<file path="config.mk">
export PLATFORM = sky130hd
export DESIGN_NAME = pcmc_top
export DESIGN_NICKNAME = d
export VERILOG_FILES = /design/src/pcmc_top.v
export VERILOG_INCLUDE_DIRS = /design/src
export SDC_FILE = /design/constraint.sdc
export NUM_CORES = 1
export LEC_CHECK = 0
export BUFFER_PORTS_ARGS = -buffer_cell sky130_fd_sc_hd__buf_2
export CAP_MARGIN = 20
export CORE_MARGIN = 2
export CORE_UTILIZATION = 35
export DETAILED_ROUTE_END_ITERATION = 10
export HOLD_SLACK_MARGIN = 0.15
export SLEW_MARGIN = 10
export SYNTH_ARGS = -nofsm -noshare
export SYNTH_HDL_FRONTEND = slang
export SYNTH_SLANG_ARGS = --single-unit
</file>
<file path="constraint.sdc">
create_clock -name clk_sys -period 4.9 [get_ports clk_sys]
set_input_delay 0 -clock clk_sys [delete_from_list [all_inputs] [get_ports clk_sys]]
set_output_delay 0 -clock clk_sys [all_outputs]
set_load 0.02 [all_outputs]
</file>
<file path="src/pcmc_defs.vh">
`ifndef PCMC_DEFS_VH
`define PCMC_DEFS_VH
// Contract
// - The oscillation stabilization wait is inserted after reset or standby release even with an external clock.
// - PLL mode supplies the CPU and peripheral clock at four times the oscillator rate; clock-through passes it unchanged.
// - The PLL control register is eight bits, byte or bit accessible, and resets to 01H; the code keeps only bits 3:0 and writes them through byte lane 0.
// - After reset the PLL runs (run bit 1) while the source select is 0, so clock-through is in use.

// ********************************
// Register map (byte addresses)
// ********************************
`define PCMC_ADDR_PLL_CONTROL 12'h000
`define PCMC_ADDR_PROC_CLOCK 12'h004
`define PCMC_ADDR_STATUS 12'h008

// ********************************
// Fields and reset values
// ********************************
`define PCMC_BIT_PLL_RUN 0
`define PCMC_BIT_SRC_SEL 1
`define PCMC_PLL_CONTROL_RESET 8'h01
`define PCMC_PLL_CONTROL_MASK 8'h0F
`define PCMC_BIT_FB_CUTOFF 0
`define PCMC_ST_LOCKED 0
`define PCMC_ST_PLL_ACTIVE 1
`define PCMC_ST_STABLE 2
`define PCMC_ST_EXT_PAIR_OK 3
`define PCMC_ST_SWITCHING 4

// ********************************
// Timing
// ********************************
`define PCMC_CLK_MHZ 125
`define PCMC_LOCK_TIME_US 200
`define PCMC_LOCK_CYCLES (`PCMC_LOCK_TIME_US * `PCMC_CLK_MHZ)
`define PCMC_OSC_STAB_CYCLES 16384
`define PCMC_SWITCH_GAP_CYCLES 3'h2
`define PCMC_RATIO_PLL 3'h4
`define PCMC_RATIO_THROUGH 3'h1

`endif

</file>
<file path="src/pcmc_top.v">
`timescale 1ns/100ps
`include "pcmc_defs.vh"

module pcmc_top #(
    parameter LOCK_CYCLES = `PCMC_LOCK_CYCLES,
    parameter OSC_STAB_CYCLES = `PCMC_OSC_STAB_CYCLES
) (
    input wire clk_sys,
    input wire rst,
    input wire psel,
    input wire penable,
    input wire pwrite,
    input wire [11:0] paddr,
    input wire [31:0] pwdata,
    input wire [3:0] pstrb,
    output reg [31:0] prdata,
    output reg pready,
    output reg pslverr,
    input wire osc_in_pin,
    input wire osc_out_pin,
    input wire standby,
    output reg pll_enable,
    output reg gate_through_en,
    output reg gate_pll_en,
    output reg [2:0] clock_ratio,
    output reg feedback_resistor_cutoff,
    output reg osc_stable
);

    // ********************************
    // Register state
    // ********************************
    reg [7:0] pll_control;
    reg [7:0] processor_clock_control;
    wire pll_run = pll_control[`PCMC_BIT_PLL_RUN];
    wire clock_source_select = pll_control[`PCMC_BIT_SRC_SEL];

    // ********************************
    // Pin synchronisers
    // ********************************
    reg osc_in_meta, osc_in_sync, osc_out_meta, osc_out_sync;
    reg ext_pair_ok;

    always @(posedge clk_sys) begin
        if (rst) begin
            osc_in_meta <= 1'b0;
            osc_in_sync <= 1'b0;
            osc_out_meta <= 1'b0;
            osc_out_sync <= 1'b0;
            ext_pair_ok <= 1'b0;
        end else begin
            osc_in_meta <= osc_in_pin;
            osc_in_sync <= osc_in_meta;
            osc_out_meta <= osc_out_pin;
            osc_out_sync <= osc_out_meta;
            // Sampled view only; a true check needs the analog cell
            ext_pair_ok <= osc_in_sync ^ osc_out_sync;
        end
    end

    // ********************************
    // Oscillation stabilization wait
    // ********************************
    reg [15:0] stab_count;
    reg standby_q;
    wire standby_release = standby_q & ~standby;

    always @(posedge clk_sys) begin
        if (rst) begin
            stab_count <= 16'h0000;
            osc_stable <= 1'b0;
            standby_q <= 1'b0;
        end else begin
            standby_q <= standby;
            // No bypass for external clocks: the wait always runs
            if (standby_release) begin
                stab_count <= 16'h0000;
                osc_stable <= 1'b0;
            end else if (!osc_stable) begin
                if (stab_count == OSC_STAB_CYCLES[15:0] - 16'h0001) begin
                    osc_stable <= 1'b1;
                end else begin
                    stab_count <= stab_count + 16'h0001;
                end
            end
        end
    end

    // ********************************
    // PLL lock timer
    // ********************************
    reg [15:0] lock_count;
    reg pll_locked;

    always @(posedge clk_sys) begin
        if (rst) begin
            lock_count <= 16'h0000;
            pll_locked <= 1'b0;
            pll_enable <= 1'b0;
        end else begin
            pll_enable <= pll_run;
            if (!pll_run) begin
                lock_count <= 16'h0000;
                pll_locked <= 1'b0;
            end else if (!pll_locked) begin
                if (lock_count == LOCK_CYCLES[15:0] - 16'h0001) begin
                    pll_locked <= 1'b1;
                end else begin
                    lock_count <= lock_count + 16'h0001;
                end
            end
        end
    end

    // ********************************
    // Glitch-free source switch
    // ********************************
    // Both gates close for a gap before the new one opens, so no
    // shortened pulse reaches the system clock at the change.
    localparam SW_RUN = 2'b00;
    localparam SW_GAP = 2'b01;
    localparam SW_OPEN = 2'b10;

    reg [1:0] sw_state;
    reg [2:0] gap_count;
    reg pll_active;
    // Kept shut in the release cycle too: osc_stable only drops one edge later
    wire clocks_allowed = osc_stable & ~standby & ~standby_q;

    always @(posedge clk_sys) begin
        if (rst) begin
            sw_state <= SW_RUN;
            gap_count <= 3'h0;
            pll_active <= 1'b0;
            gate_through_en <= 1'b0;
            gate_pll_en <= 1'b0;
            clock_ratio <= `PCMC_RATIO_THROUGH;
        end else begin
            case (sw_state)
                SW_RUN: begin
                    gate_through_en <= clocks_allowed & ~pll_active;
                    gate_pll_en <= clocks_allowed & pll_active;
                    if (clock_source_select != pll_active) begin
                        gate_through_en <= 1'b0;
                        gate_pll_en <= 1'b0;
                        gap_count <= 3'h0;
                        sw_state <= SW_GAP;
                    end
                end
                SW_GAP: begin
                    if (gap_count == `PCMC_SWITCH_GAP_CYCLES - 3'h1) begin
                        pll_active <= clock_source_select;
                        sw_state <= SW_OPEN;
                    end else begin
                        gap_count <= gap_count + 3'h1;
                    end
                end
                SW_OPEN: begin
                    // Multiplied clock is four times the oscillator rate
                    clock_ratio <= pll_active ? `PCMC_RATIO_PLL : `PCMC_RATIO_THROUGH;
                    gate_through_en <= clocks_allowed & ~pll_active;
                    gate_pll_en <= clocks_allowed & pll_active;
                    sw_state <= SW_RUN;
                end
                default: begin
                    sw_state <= SW_RUN;
                end
            endcase
        end
    end

    // ********************************
    // APB slave, no wait states
    // ********************************
    function [1:0] decode;
        input [11:0] addr;
        begin
            if (addr == `PCMC_ADDR_PLL_CONTROL) begin
                decode = 2'h1;
            end else if (addr == `PCMC_ADDR_PROC_CLOCK) begin
                decode = 2'h2;
            end else if (addr == `PCMC_ADDR_STATUS) begin
                decode = 2'h3;
            end else begin
                decode = 2'h0;
            end
        end
    endfunction

    wire [1:0] sel = decode(paddr);
    wire setup = psel & ~penable;
    wire finish = psel & penable & pready;
    wire wr_lane0 = finish & pwrite & pstrb[0];
    wire [7:0] status = {3'h0, (sw_state != SW_RUN), ext_pair_ok, osc_stable,
                         pll_active, pll_locked};
    reg [7:0] next_rdata;

    always @* begin
        next_rdata = 8'h00;
        if (sel == 2'h1) begin
            next_rdata = pll_control & `PCMC_PLL_CONTROL_MASK;
        end else if (sel == 2'h2) begin
            next_rdata = processor_clock_control;
        end else if (sel == 2'h3) begin
            next_rdata = status;
        end
    end

    always @(posedge clk_sys) begin
        if (rst) begin
            pready <= 1'b0;
            pslverr <= 1'b0;
            prdata <= 32'h0000_0000;
            pll_control <= `PCMC_PLL_CONTROL_RESET;
            processor_clock_control <= 8'h00;
            feedback_resistor_cutoff <= 1'b0;
        end else begin
            pready <= setup;
            if (setup) begin
                prdata <= {24'h00_0000, next_rdata};
                pslverr <= (sel == 2'h0) | (pwrite & (sel == 2'h3));
            end else begin
                pslverr <= 1'b0;
            end
            // Byte lane 0 carries the whole 8-bit register
            if (wr_lane0 && sel == 2'h1) begin
                pll_control <= pwdata[7:0] & `PCMC_PLL_CONTROL_MASK;
            end
            if (wr_lane0 && sel == 2'h2) begin
                processor_clock_control <= pwdata[7:0];
            end
            feedback_resistor_cutoff <= processor_clock_control[`PCMC_BIT_FB_CUTOFF];
        end
    end

endmodule

</file>
==> metrics.md, run 1 <==
| Metric | Value |
|---|---|
| Synth top area cells | `dfxtp_1 43%, a21oi_1 5.8%, buf_4 5.4%` |
| Design area | `between 4000 and 5000 µm²` |
| Share of cells above drive strength 1 | `between 10% and 20%` |
| CP top delay family | `simple AND/OR/NAND/NOR gates` |
| Final worst path period need | `2.124 ns` |
| Post-synth top area share | `42.77%` |
| Antenna violations before repair | `0` |
| CTS tree | `yes` |
| Post-synthesis adder-cell area fraction | `1.445%` |
| Global route overflow | `0` |
| Switching power total | `roughly 290 µW` |
| Total clock buffers created by CTS | `9` |
| Xor/xnor share of the synthesized area | `about 2.8%` |
| Power Internal | `roughly 820 µW` |
| Critical Path Max Stage Delay | `roughly 0.74 ns` |
| Syn Inst Count | `between 400 and 500` |
| Clk slew on worst S/H paths | `roughly 0.08 ns` |
| Slew Viols, Final | `0` |
| Drt drc | `0` |
| Synth-to-Final Area Change | `15.64%` |
| DR pass1 iterations | `4` |
| Power share of the sequential group | `55.5%` |
| GR Util All Layers | `14.39%` |
| CTS max path bufs | `2` |
| Synth Area in Compound Gates | `15.75%` |
| WP data required | `5.10 ns` |
| Largest family of logic cells by synthesized area | `simple AND/OR/NAND/NOR gates` |
| Power Total | `between 1 and 1.5 mW` |
| Critical path peak fanout | `13` |
| Core Rows | `36` |
| Die H | `103.5 µm` |
| Port Buffer Count | `45` |
| Slowest CP cell | `nor2b_1` |
| Inserted Diodes | `0` |
| Post-synthesis mux area share | `2.601%` |
| CTS root buffer | `clkbuf_8` |
| DRT antenna net count | `0` |
| DPL Wire Length | `4912 µm` |
| Crit. End Element | `register` |
| Leakage | `1.461 nW` |
| Fin util | `between 40% and 50%` |
| Post-route insts no fill | `between 500 and 600` |
| Worst hold path type | `in2reg` |
| Fin nets | `slightly above 500` |
| Pin count of the biggest net entering global routing | `44` |
| Worst vdd ir | `about 0.17 mV` |
| Async set or reset register ratio after synthesis | `0%` |
| Vias/cell | `just over 5` |
| Vias in the first global route | `2727` |
| Arr. time, crit path | `2.32 ns` |
| Status | `complete, no violations` |
| Dpl ws | `2.857 ns` |
| Via count | `approximately 3000` |
| Clk network pwr share | `37.7%` |
| DR iter-0 viols | `117` |
| Post-CTS Setup Bufs | `0` |
| Final setup vio count | `0` |
| RSZ-0062 raised after global routing | `false` |
| Clock sinks | `74` |
| Slew @ Worst Pin | `between 0.9 and 1 ns` |
| Mean area per synthesized cell | `8.637 µm²` |
| Maximum level of the CTS H-tree | `3` |
| Startpoint Class | `input port` |
| First-pass GRT wire length | `12460 µm` |
| Post-DP Area | `~3700 µm²` |
| Tcrit/Tclk final | `43.35%` |
| Fin Hold WS | `0.1950 ns` |
| Die area | `~11000 µm²` |
| Yosys top cell by area | `dfxtp_1` |
| Switching Share | `26.24%` |
| Final WL | `around 7400 µm` |
| Post-synth EDFFs | `0` |
| Pwr/cell area | `276.2 nW/µm²` |
| Hold Vio Cnt, Final | `0` |
| Clock Skews | `0.006705 ns` |
| Core area | `9684 µm²` |
| Post-Synth Simple-Gate Area | `25.90%` |
| Critical path class | `in2reg` |
| Setup WS post-layout | `2.776 ns` |
| Sequence of cells on the critical path | `dlygate4sd3_1 > buf_2 > nor2b_1 > nand3_1 > o21ai_0 > a21oi_1` |
| Total negative slack | `0 ns` |
| Yosys Warn Count | `0` |
| Routed len/inst | `12.56 µm` |
| Starting Density | `approximately 36%` |
| Ports | `98` |
| Comb power frac | `6.8%` |
| Max-cap viol count | `0` |
| Skew-Pair Late Insertion Delay | `about 0.34 ns` |
| Highest clock rate | `around 0.47 GHz` |
| Ys flop type | `dfxtp_1` |
| Worst Path Buf+Inv | `2` |
| Chip Width | `between 100 and 150 µm` |
| Yosys reg bits | `74` |
| Synth Cell Area | `3463 µm²` |
| Slew margin rel. | `36.91%` |
| Inst Count DP | `560` |
| GPL Wtd Cong | `0.7878` |
| Post-synthesis sequential area ratio | `42.77%` |
| Post-synthesis cell type count | `between 50 and 60` |
==> registers in the layout, summed over array words and instances, names as in the netlist, 2 cells and up <==
name and count:
clock_ratio 2, lock_count 16, stab_count 16, sw_state 2, pll_control 4, prdata 8
gap_count 3, processor_clock_control 8
==> cells by family after synthesis <==
kind of cell	after synthesis
flip-flops	74
AO/OA/AOI/OAI	92
AND/OR/NAND/NOR	156
other	1
XOR/XNOR	11
multiplexers	9
adder cells (fa/ha/maj)	4
buffers and inverters	54
==> per-layer routing <==
| layer | vias up | track usage (%) | share of wire (%) |
|---|---|---|---|
| li1 | 1517 | - | - |
| met1 | 1399 | 19.09 | 48 |
| met2 | 80 | 23.33 | 46 |
| met3 | 18 | 2.151 | 3.7 |
| met4 | 0 | 6.174 | 2.0 |
| met5 | - | 0 | 0 |
==> power by group through the flow <==
| stage | clock (mW) | combinational [mW] | sequential, mW |
|---|---|---|---|
| 6_report | 0.417 | 0.0756 | 0.614 |
| 5_1_grt | 0.453 | 0.0837 | 0.615 |
| 2_1_floorplan | 0 | 0.0604 | 0.628 |
| 3_5_place_dp | 0 | 0.0659 | 0.628 |
| 4_1_cts | 0.434 | 0.0748 | 0.614 |
| 3_3_place_gp | 0 | 0.0649 | 0.628 |
==> Yosys cell counts, types with 2 or more instances <==
library cell	instances
buf_2	2
nor3_1	7
o31ai_1	7
and4_1	5
a211oi_1	4
o21ai_0	24
or4_1	7
buf_1	3
or3_1	10
a21o_1	2
xor2_1	7
nand2_1	25
nand3_1	9
buf_4	25
nor3b_1	3
mux2i_1	9
nor2_1	30
o2bb2ai_1	3
a21oi_1	40
inv_1	11
a32oi_1	2
ha_1	4
clkbuf_1	13
nor4_1	5
dfxtp_1	74
nand4_1	27
and3b_1	2
nor2b_1	10
xnor2_1	4
nand2b_1	4
nand3b_1	2
==> placed cells by master, fill, tap and decap left out, types with 2 or more instances in the layout <==
cell type,instances
dfxtp_1,74
buf_2,45
a21oi_1,40
nor2_1,30
nand4_1,27
nand2_1,25
conb_1,25
o21ai_0,24
dlygate4sd3_1,15
inv_1,11
nor2b_1,10
or3_1,10
nand3_1,9
mux2i_1,9
clkbuf_8,9
o31ai_1,7
or4_1,7
xor2_1,7
nor3_1,7
nor4_1,5
and4_1,5
nand2b_1,4
xnor2_1,4
a211oi_1,4
ha_1,4
clkinv_2,4
nor3b_1,3
o2bb2ai_1,3
a21o_1,2
a32oi_1,2
nand3b_1,2
and3b_1,2
clkinvlp_4,2
==> cell type report <==
type / instances / area, µm²
flip-flops and latches: 74 / 1481
repair buffers: 60 / 375.4
multi-input cells: 297 / 1773
well taps: 133 / 166.4
inverters: 11 / 41.29
fillers: 966 / 5679
clock buffers: 9 / 123.9
clock inverters: 7 / 43.79
==> worst min-delay path, stage by stage <==
cell	delay (ns)
buf_2	0.07
nor2_1	0.05
a21o_1	0.18
a21oi_1	0.14
nor3_1	0.05
==> worst paths after layout <==
kind | from | to | slack, ns | depth (start not counted)
setup reg to reg | stab_count[0]$_SDFFE_PP0P_ | stab_count[4]$_SDFFE_PP0P_ | 2.81 | 5
hold reg to reg | osc_out_meta$_SDFF_PP0_ | osc_out_sync$_SDFF_PP0_ | 0.44 | 1
hold / removal | paddr[0] | pslverr$_SDFF_PP0_ | 0.19 | 5
setup / recovery | paddr[3] | processor_clock_control[4]$_SDFFE_PP0P_ | 2.78 | 6
==> repair_timing <==
action                    in CTS  in global routing
gates resized for setup        0                  0
hold buffers                  15                  0
hold endpoints to repair      25                  0
Note: power is estimated with default switching activity, not from simulation.
==> inputs of run 2 (changes only) <==
Settings changed: ABC_AREA from default to 1.
Clock period 4.9 ns to 1.7 ns, I/O delays scaled along.
==> metrics.md, run 2 <==
| Metric | Value |
|---|---|
| Slowest CP cell | `dlygate4sd3_1` |
| Worst Hold Path EP | `prdata[6]$_SDFFE_PP0P_` |
| Yosys Warn Count | `0` |
| Post-synthesis sequential area ratio | `around two fifths` |
| Commonest non-fill, non-tap cell in the layout | `nand2_1` |
| Via count | `3453` |
| Crit. End Element | `register` |
| Async set or reset register ratio after synthesis | `0%` |
| Arr. time, crit path | `approximately 1.8 ns` |
| Status | `complete, no violations` |
| First-pass GRT wire length | `14630 µm` |
| Yosys reg bits | `74` |
| R2R setup slack | `0.20 ns` |
| Antenna violations before repair | `0` |
| Synth-to-Final Area Change | `18.91%` |
| Worst vdd ir | `roughly 0.56 mV` |
| Worst r2r src | `lock_count[1]$_SDFFE_PP0P_` |
| DR pass1 iterations | `4` |
| CP top delay family | `buffers and inverters` |
| Post-route insts no fill | `between 700 and 800` |
| Min-delay src | `paddr[8]` |
| Pwr/cell area | `slightly below 800 nW/µm²` |
| Maximum level of the CTS H-tree | `3` |
| Inserted Diodes | `0` |
| Final WL | `8318 µm` |
| CTS root buffer | `clkbuf_8` |
| DR iter-0 viols | `127` |
| Worst Path Buf+Inv | `3` |
| Leakage | `1.781 nW` |
| Synth top area cells | `dfxtp_1 39%, nand2_1 16%, nor2_1 6.4%` |
| Startpoint Class | `input port` |
| DPL Wire Length | `just over 6000 µm` |
| Port Buffer Count | `45` |
| GPL Wtd Cong | `0.8713` |
| Inst Count DP | `718` |
| R2R Path End | `lock_count[12]$_SDFFE_PP0P_` |
| Design area | `4501 µm²` |
| Vias/cell | `roughly 4.6` |
| Share of cells above drive strength 1 | `16.37%` |
| Global route overflow | `0` |
| Drt drc | `0` |
| DRT antenna net count | `0` |
| Clock sinks | `74` |
| Die area | `11660 µm²` |
| Chip Width | `between 100 and 150 µm` |
| Pin count of the biggest net entering global routing | `34` |
| Critical path class | `in2reg` |
| Max-cap viol count | `0` |
| Post-synth top area share | `between 30 and 40%` |
| Sequence of cells on the critical path | `dlygate4sd3_1 > buf_2 > nand3_1 > nor2_2 > nand3_1 > dlygate4sd3_1 > a21boi_1` |
| Yosys top cell by area | `dfxtp_1` |
| Final worst path period need | `1.519 ns` |
| RSZ-0062 raised after global routing | `false` |
| Grt met1 use | `19.58%` |
| Highest clock rate | `roughly 0.66 GHz` |
| Commonest cells after routing, fill and taps aside | `157 x nand2_1, 73 x dfxtp_1, 64 x nor2_1` |
| Core area | `10420 µm²` |
| Total clock buffers created by CTS | `9` |
| Core Rows | `37` |
| Final setup vio count | `0` |
| Clk slew on worst S/H paths | `0.07 ns` |
| Post-DP Area | `4068 µm²` |
| Commonest cells post-synth | `157 x nand2_1, 74 x dfxtp_1, 65 x nor2_1` |
| Synth Cell Area | `3785 µm²` |
| WP data required | `1.98 ns` |
| Starting Density | `36.34%` |
| Gr busiest metal | `met2` |
| Ys flop type | `dfxtp_1` |
| CTS tree | `yes` |
| Tcrit/Tclk final | `89.33%` |
| Critical Path Max Stage Delay | `0.57 ns` |
| CTS max path bufs | `2` |
| Post-synth EDFFs | `0` |
| Slew margin rel. | `a little under 60%` |
| Mean area per synthesized cell | `6.983 µm²` |
| Ports | `98` |
| Syn Inst Count | `542` |
| Die H | `108.0 µm` |
| Routed len/inst | `11.05 µm` |
| Worst hold path type | `in2reg` |
| Worst hold stages | `6` |
| Clock Skews | `0.008195 ns` |
| Critical path peak fanout | `7` |
| Slew Viols, Final | `0` |
| GR Util All Layers | `between 10% and 20%` |
| Met2 Usage GRT | `26.01%` |
| Top-count cell post-synth | `nand2_1` |
| Vias in the first global route | `3385` |
| Fin util | `between 40% and 50%` |
| Critical path origin | `paddr[3]` |
| Slew @ Worst Pin | `0.6173 ns` |
| Worst reg2reg path depth | `8` |
| Skew-Pair Late Insertion Delay | `0.35 ns` |
| Fin nets | `672` |
| Global Route met3 Usage | `3.496%` |
| Hold Vio Cnt, Final | `0` |
| Total negative slack | `0 ns` |
| Post-synthesis cell type count | `33` |
| Largest regs | `lock_count x16, stab_count x16` |
run 2: cell types whose count changed in the layout (fill, tap and decap cells not counted), moves of 9 or more:
cell and delta:
buf_4 +9, or3_1 -10, nor2b_1 -10, nand4_1 -21, a21oi_2 +10, nand2_1 +132
inv_1 +28, o21ai_0 -12, mux2i_1 -9, nand3_1 +36, nor2_1 +34
run 2: report_power, final:
group	total, mW	internal [mW]	switching, mW
sequential	1.77	1.75	0.0196
clock	1.54	0.868	0.675
combinational	0.231	0.0847	0.147
total	3.55	2.71	0.841
run 2: what timing repair did:
| action | 4_1_cts | 5_1_grt |
|---|---|---|
| endpoints found under the setup margin | 0 | 33 |
| resized for setup | 0 | 4 |
| setup buffers | 0 | 0 |
| endpoints found under the hold margin | 33 | 7 |
| hold buffers | 19 | 1 |
run 2: worst max path at each step:
stage	end	depth (start not counted)
after floorplan	stab_count[3]$_SDFFE_PP0P_	9
after global placement	lock_count[14]$_SDFFE_PP0P_	8
after detailed placement	lock_count[12]$_SDFFE_PP0P_	8
after CTS	pslverr$_SDFF_PP0_	7
after global routing	lock_count[4]$_SDFFE_PP0P_	8
final	pslverr$_SDFF_PP0_	7
run 2: through the flow:
step                      hold slack [ns]  setup slack (ns)  power, mW
final                              0.1887            0.1814      3.549
after global routing               0.2285          0.003558      3.671
after CTS                          0.1742          0.005490      3.577
after detailed placement           0.2096            0.1377      2.007
after global placement             0.2058            0.1656      2.004
after floorplan                    0.1070            0.1476      1.987
run 2: logic make-up (layout without fill, tap and decap cells):
| kind of cell | Yosys count | count (layout) | synth area share (%) |
|---|---|---|---|
| other | 1 | 25 | 0.09908 |
| AO/OA/AOI/OAI | 68 | 68 | 10.22 |
| buffers and inverters | 83 | 134 | 11.60 |
| AND/OR/NAND/NOR | 289 | 289 | 32.30 |
| XOR/XNOR | 23 | 23 | 5.322 |
| flip-flops | 74 | 74 | 39.14 |
| adder cells (fa/ha/maj) | 4 | 4 | 1.322 |
run 2: routing by layer:
layer / share of wire, % / vias up
li1: - / 1811
met1: 49 / 1559
met2: 47 / 79
met3: 4.0 / 4
met4: 0.72 / 0
met5: 0 / -
run 2: cell type report:
class                      count  area, µm²
timing repair buffer          73      483.0
sequential                    74       1483
multi-input combinational    409       1969
fill                        1072       5916
clock inverter                 6      88.84
inverter                      45      168.9
tap                          136      170.2
clock buffer                  10      137.6
run 2: worst register-to-register path, delay by kind of cell, from the launching register on:
family	cells	cell delay, ns
compound gates	1	0.14
fa+ha+maj	1	0.19
buf+inv	1	0.16
flops	1	0.42
simple gates	5	0.52
==> inputs of run 3 (changes only) <==
Settings changed: CELL_PAD_IN_SITES_DETAIL_PLACEMENT from default to 1, CELL_PAD_IN_SITES_GLOBAL_PLACEMENT from default to 1, CORE_UTILIZATION 35 to 34, PLACE_DENSITY_LB_ADDON from default to 0.1.
==> metrics.md, run 3 (same netlist as run 2, synthesis figures left out) <==
| Metric | Value |
|---|---|
| Slew margin rel. | `55.23%` |
| Arr. time, crit path | `1.75 ns` |
| Critical Path Max Stage Delay | `0.37 ns` |
| DR iter-0 viols | `131` |
| Crit. End Element | `register` |
| Clk slew on worst S/H paths | `0.07 ns` |
| Worst r2r src | `stab_count[1]$_SDFFE_PP0P_` |
| Hold Vio Cnt, Final | `0` |
| DR pass1 iterations | `4` |
| Final worst path period need | `1.533 ns` |
| Clock Skews | `0.003809 ns` |
| Pin count of the biggest net entering global routing | `27` |
| Highest clock rate | `0.6524 GHz` |
| Core Rows | `38` |
| DRT antenna net count | `0` |
| CTS root buffer | `clkbuf_8` |
| GPL Wtd Cong | `0.7898` |
| Total clock buffers created by CTS | `9` |
| Starting Density | `34.91%` |
| Dpl ws | `about 0.14 ns` |
| Slew @ Worst Pin | `0.6708 ns` |
| Fin nets | `between 600 and 700` |
| Vias/cell | `4.621` |
| Pwr/cell area | `777.9 nW/µm²` |
| Startpoint Class | `register` |
| Critical path class | `reg2reg` |
| Total negative slack | `0 ns` |
| Via count | `~3500` |
| Post-CTS Setup Bufs | `0` |
| R2R setup slack | `0.17 ns` |
| Tcrit/Tclk final | `90.16%` |
| RSZ-0062 raised after global routing | `false` |
| CTS max path bufs | `2` |
| Power Total | `3.538 mW` |
| Final setup vio count | `0` |
| Largest regs | `lock_count x16, stab_count x16` |
| WP data required | `roughly 1.9 ns` |
| Clock sinks | `74` |
| Maximum level of the CTS H-tree | `3` |
| Commonest cells after routing, fill and taps aside | `157 x nand2_1, 74 x dfxtp_1, 64 x nor2_1` |
| Critical path peak fanout | `16` |
| Slowest CP cell | `dfxtp_1` |
| Ports | `98` |
| Critical path destination | `stab_count[9]$_SDFFE_PP0P_` |
| Slew Viols, Final | `0` |
| Final WL | `about 9700 µm` |
| Die H | `109.5 µm` |
| Leakage | `~1.8 nW` |
| Setup WS post-layout | `0.1673 ns` |
| Worst reg2reg path depth | `8` |
| Skew-Pair Late Insertion Delay | `about 0.36 ns` |
| CTS tree | `yes` |
| Routed len/inst | `12.67 µm` |
| R2R Path End | `stab_count[9]$_SDFFE_PP0P_` |
| GR Util All Layers | `17.58%` |
| Status | `complete, no violations` |
| Worst vdd ir | `0.4110 mV` |
| DPL Wire Length | `7131 µm` |
| Inserted Diodes | `0` |
| Die area | `~12000 µm²` |
| Drt drc | `0` |
| Port Buffer Count | `45` |
| Antenna violations before repair | `0` |
| Core area | `~11000 µm²` |
| Critical path origin | `stab_count[1]$_SDFFE_PP0P_` |
| First-pass GRT wire length | `16450 µm` |
| Sequence of cells on the critical path | `ha_1 > nand3_1 > nor2_4 > nand3_2 > nand2_4 > inv_2 > nand2_1 > a21oi_1` |
| Worst hold path type | `in2reg` |
| Chip Width | `around 110 µm` |
| Global route overflow | `0` |
| Fin Hold WS | `0.1920 ns` |
| Share of cells above drive strength 1 | `between 10% and 20%` |
| Max-cap viol count | `0` |
| Vias in the first global route | `about 3500` |
| Commonest non-fill, non-tap cell in the layout | `nand2_1` |
| Synth-to-Final Area Change | `20.17%` |
[run 3: final cells by class]
| cell class | instances | area, µm² |
|---|---|---|
| Clock buffer | 10 | 137.6 |
| Clock inverter | 6 | 80.08 |
| Fill cell | 1419 | 6292 |
| Inverter | 45 | 168.9 |
| Multi-Input combinational cell | 409 | 1969 |
| Sequential cell | 74 | 1481 |
| Tap cell | 140 | 175.2 |
| Timing Repair Buffer | 79 | 535.5 |
[run 3: power breakdown]
part | total (mW) | switching (mW) | leakage [nW] | internal (mW)
Combinational | 0.243 | 0.153 | 1.09 | 0.0901
Sequential | 1.77 | 0.0178 | 0.599 | 1.75
Clock | 1.52 | 0.667 | 0.116 | 0.856
[run 3: through the flow]
stage / cell area (µm²) / utilization (%) / instances
after CTS: 4533 / 41.82 / 763
after global routing: 4548 / 41.96 / 763
after global placement: 4095 / 37.78 / 725
after detailed placement: 4095 / 37.78 / 725
final: 4548 / 41.96 / 763
after floorplan: 3875 / - / 566
[run 3: how the worst min path moves through the flow]
| stage | slack (ns) | cells past startpoint | to | startpoint |
|---|---|---|---|---|
| after floorplan | 0.11 | 2 | osc_in_meta$_SDFF_PP0_ | osc_in_pin |
| after global placement | 0.21 | 3 | osc_in_meta$_SDFF_PP0_ | osc_in_pin |
| after detailed placement | 0.22 | 3 | osc_out_meta$_SDFF_PP0_ | osc_out_pin |
| after CTS | 0.17 | 6 | prdata[6]$_SDFFE_PP0P_ | paddr[4] |
| after global routing | 0.22 | 6 | prdata[6]$_SDFFE_PP0P_ | paddr[4] |
| final | 0.19 | 6 | prdata[6]$_SDFFE_PP0P_ | paddr[4] |
[run 3: what timing repair did]
| item | in CTS | in global routing |
|---|---|---|
| hold buffers | 22 | 0 |
| gates resized for setup | 0 | 3 |
| endpoints found under the setup margin | 0 | 10 |
| endpoints found under the hold margin | 33 | 0 |
[run 3: routing by layer]
metal	up-vias	part of all wire, %	global-route usage (%)
met1	1633	48	22.57
met5	-	0	0
met2	63	46	28.70
li1	1824	-	-
met3	6	4.6	5.335
met4	0	0.83	4.611
[run 3: critical path: cells and delay by family, from the launching register on]
family / cells / cell delay (ns)
compound gates: 1 / 0.06
fa+ha+maj: 1 / 0.20
buf+inv: 1 / 0.13
flops: 1 / 0.37
simple gates: 5 / 0.63
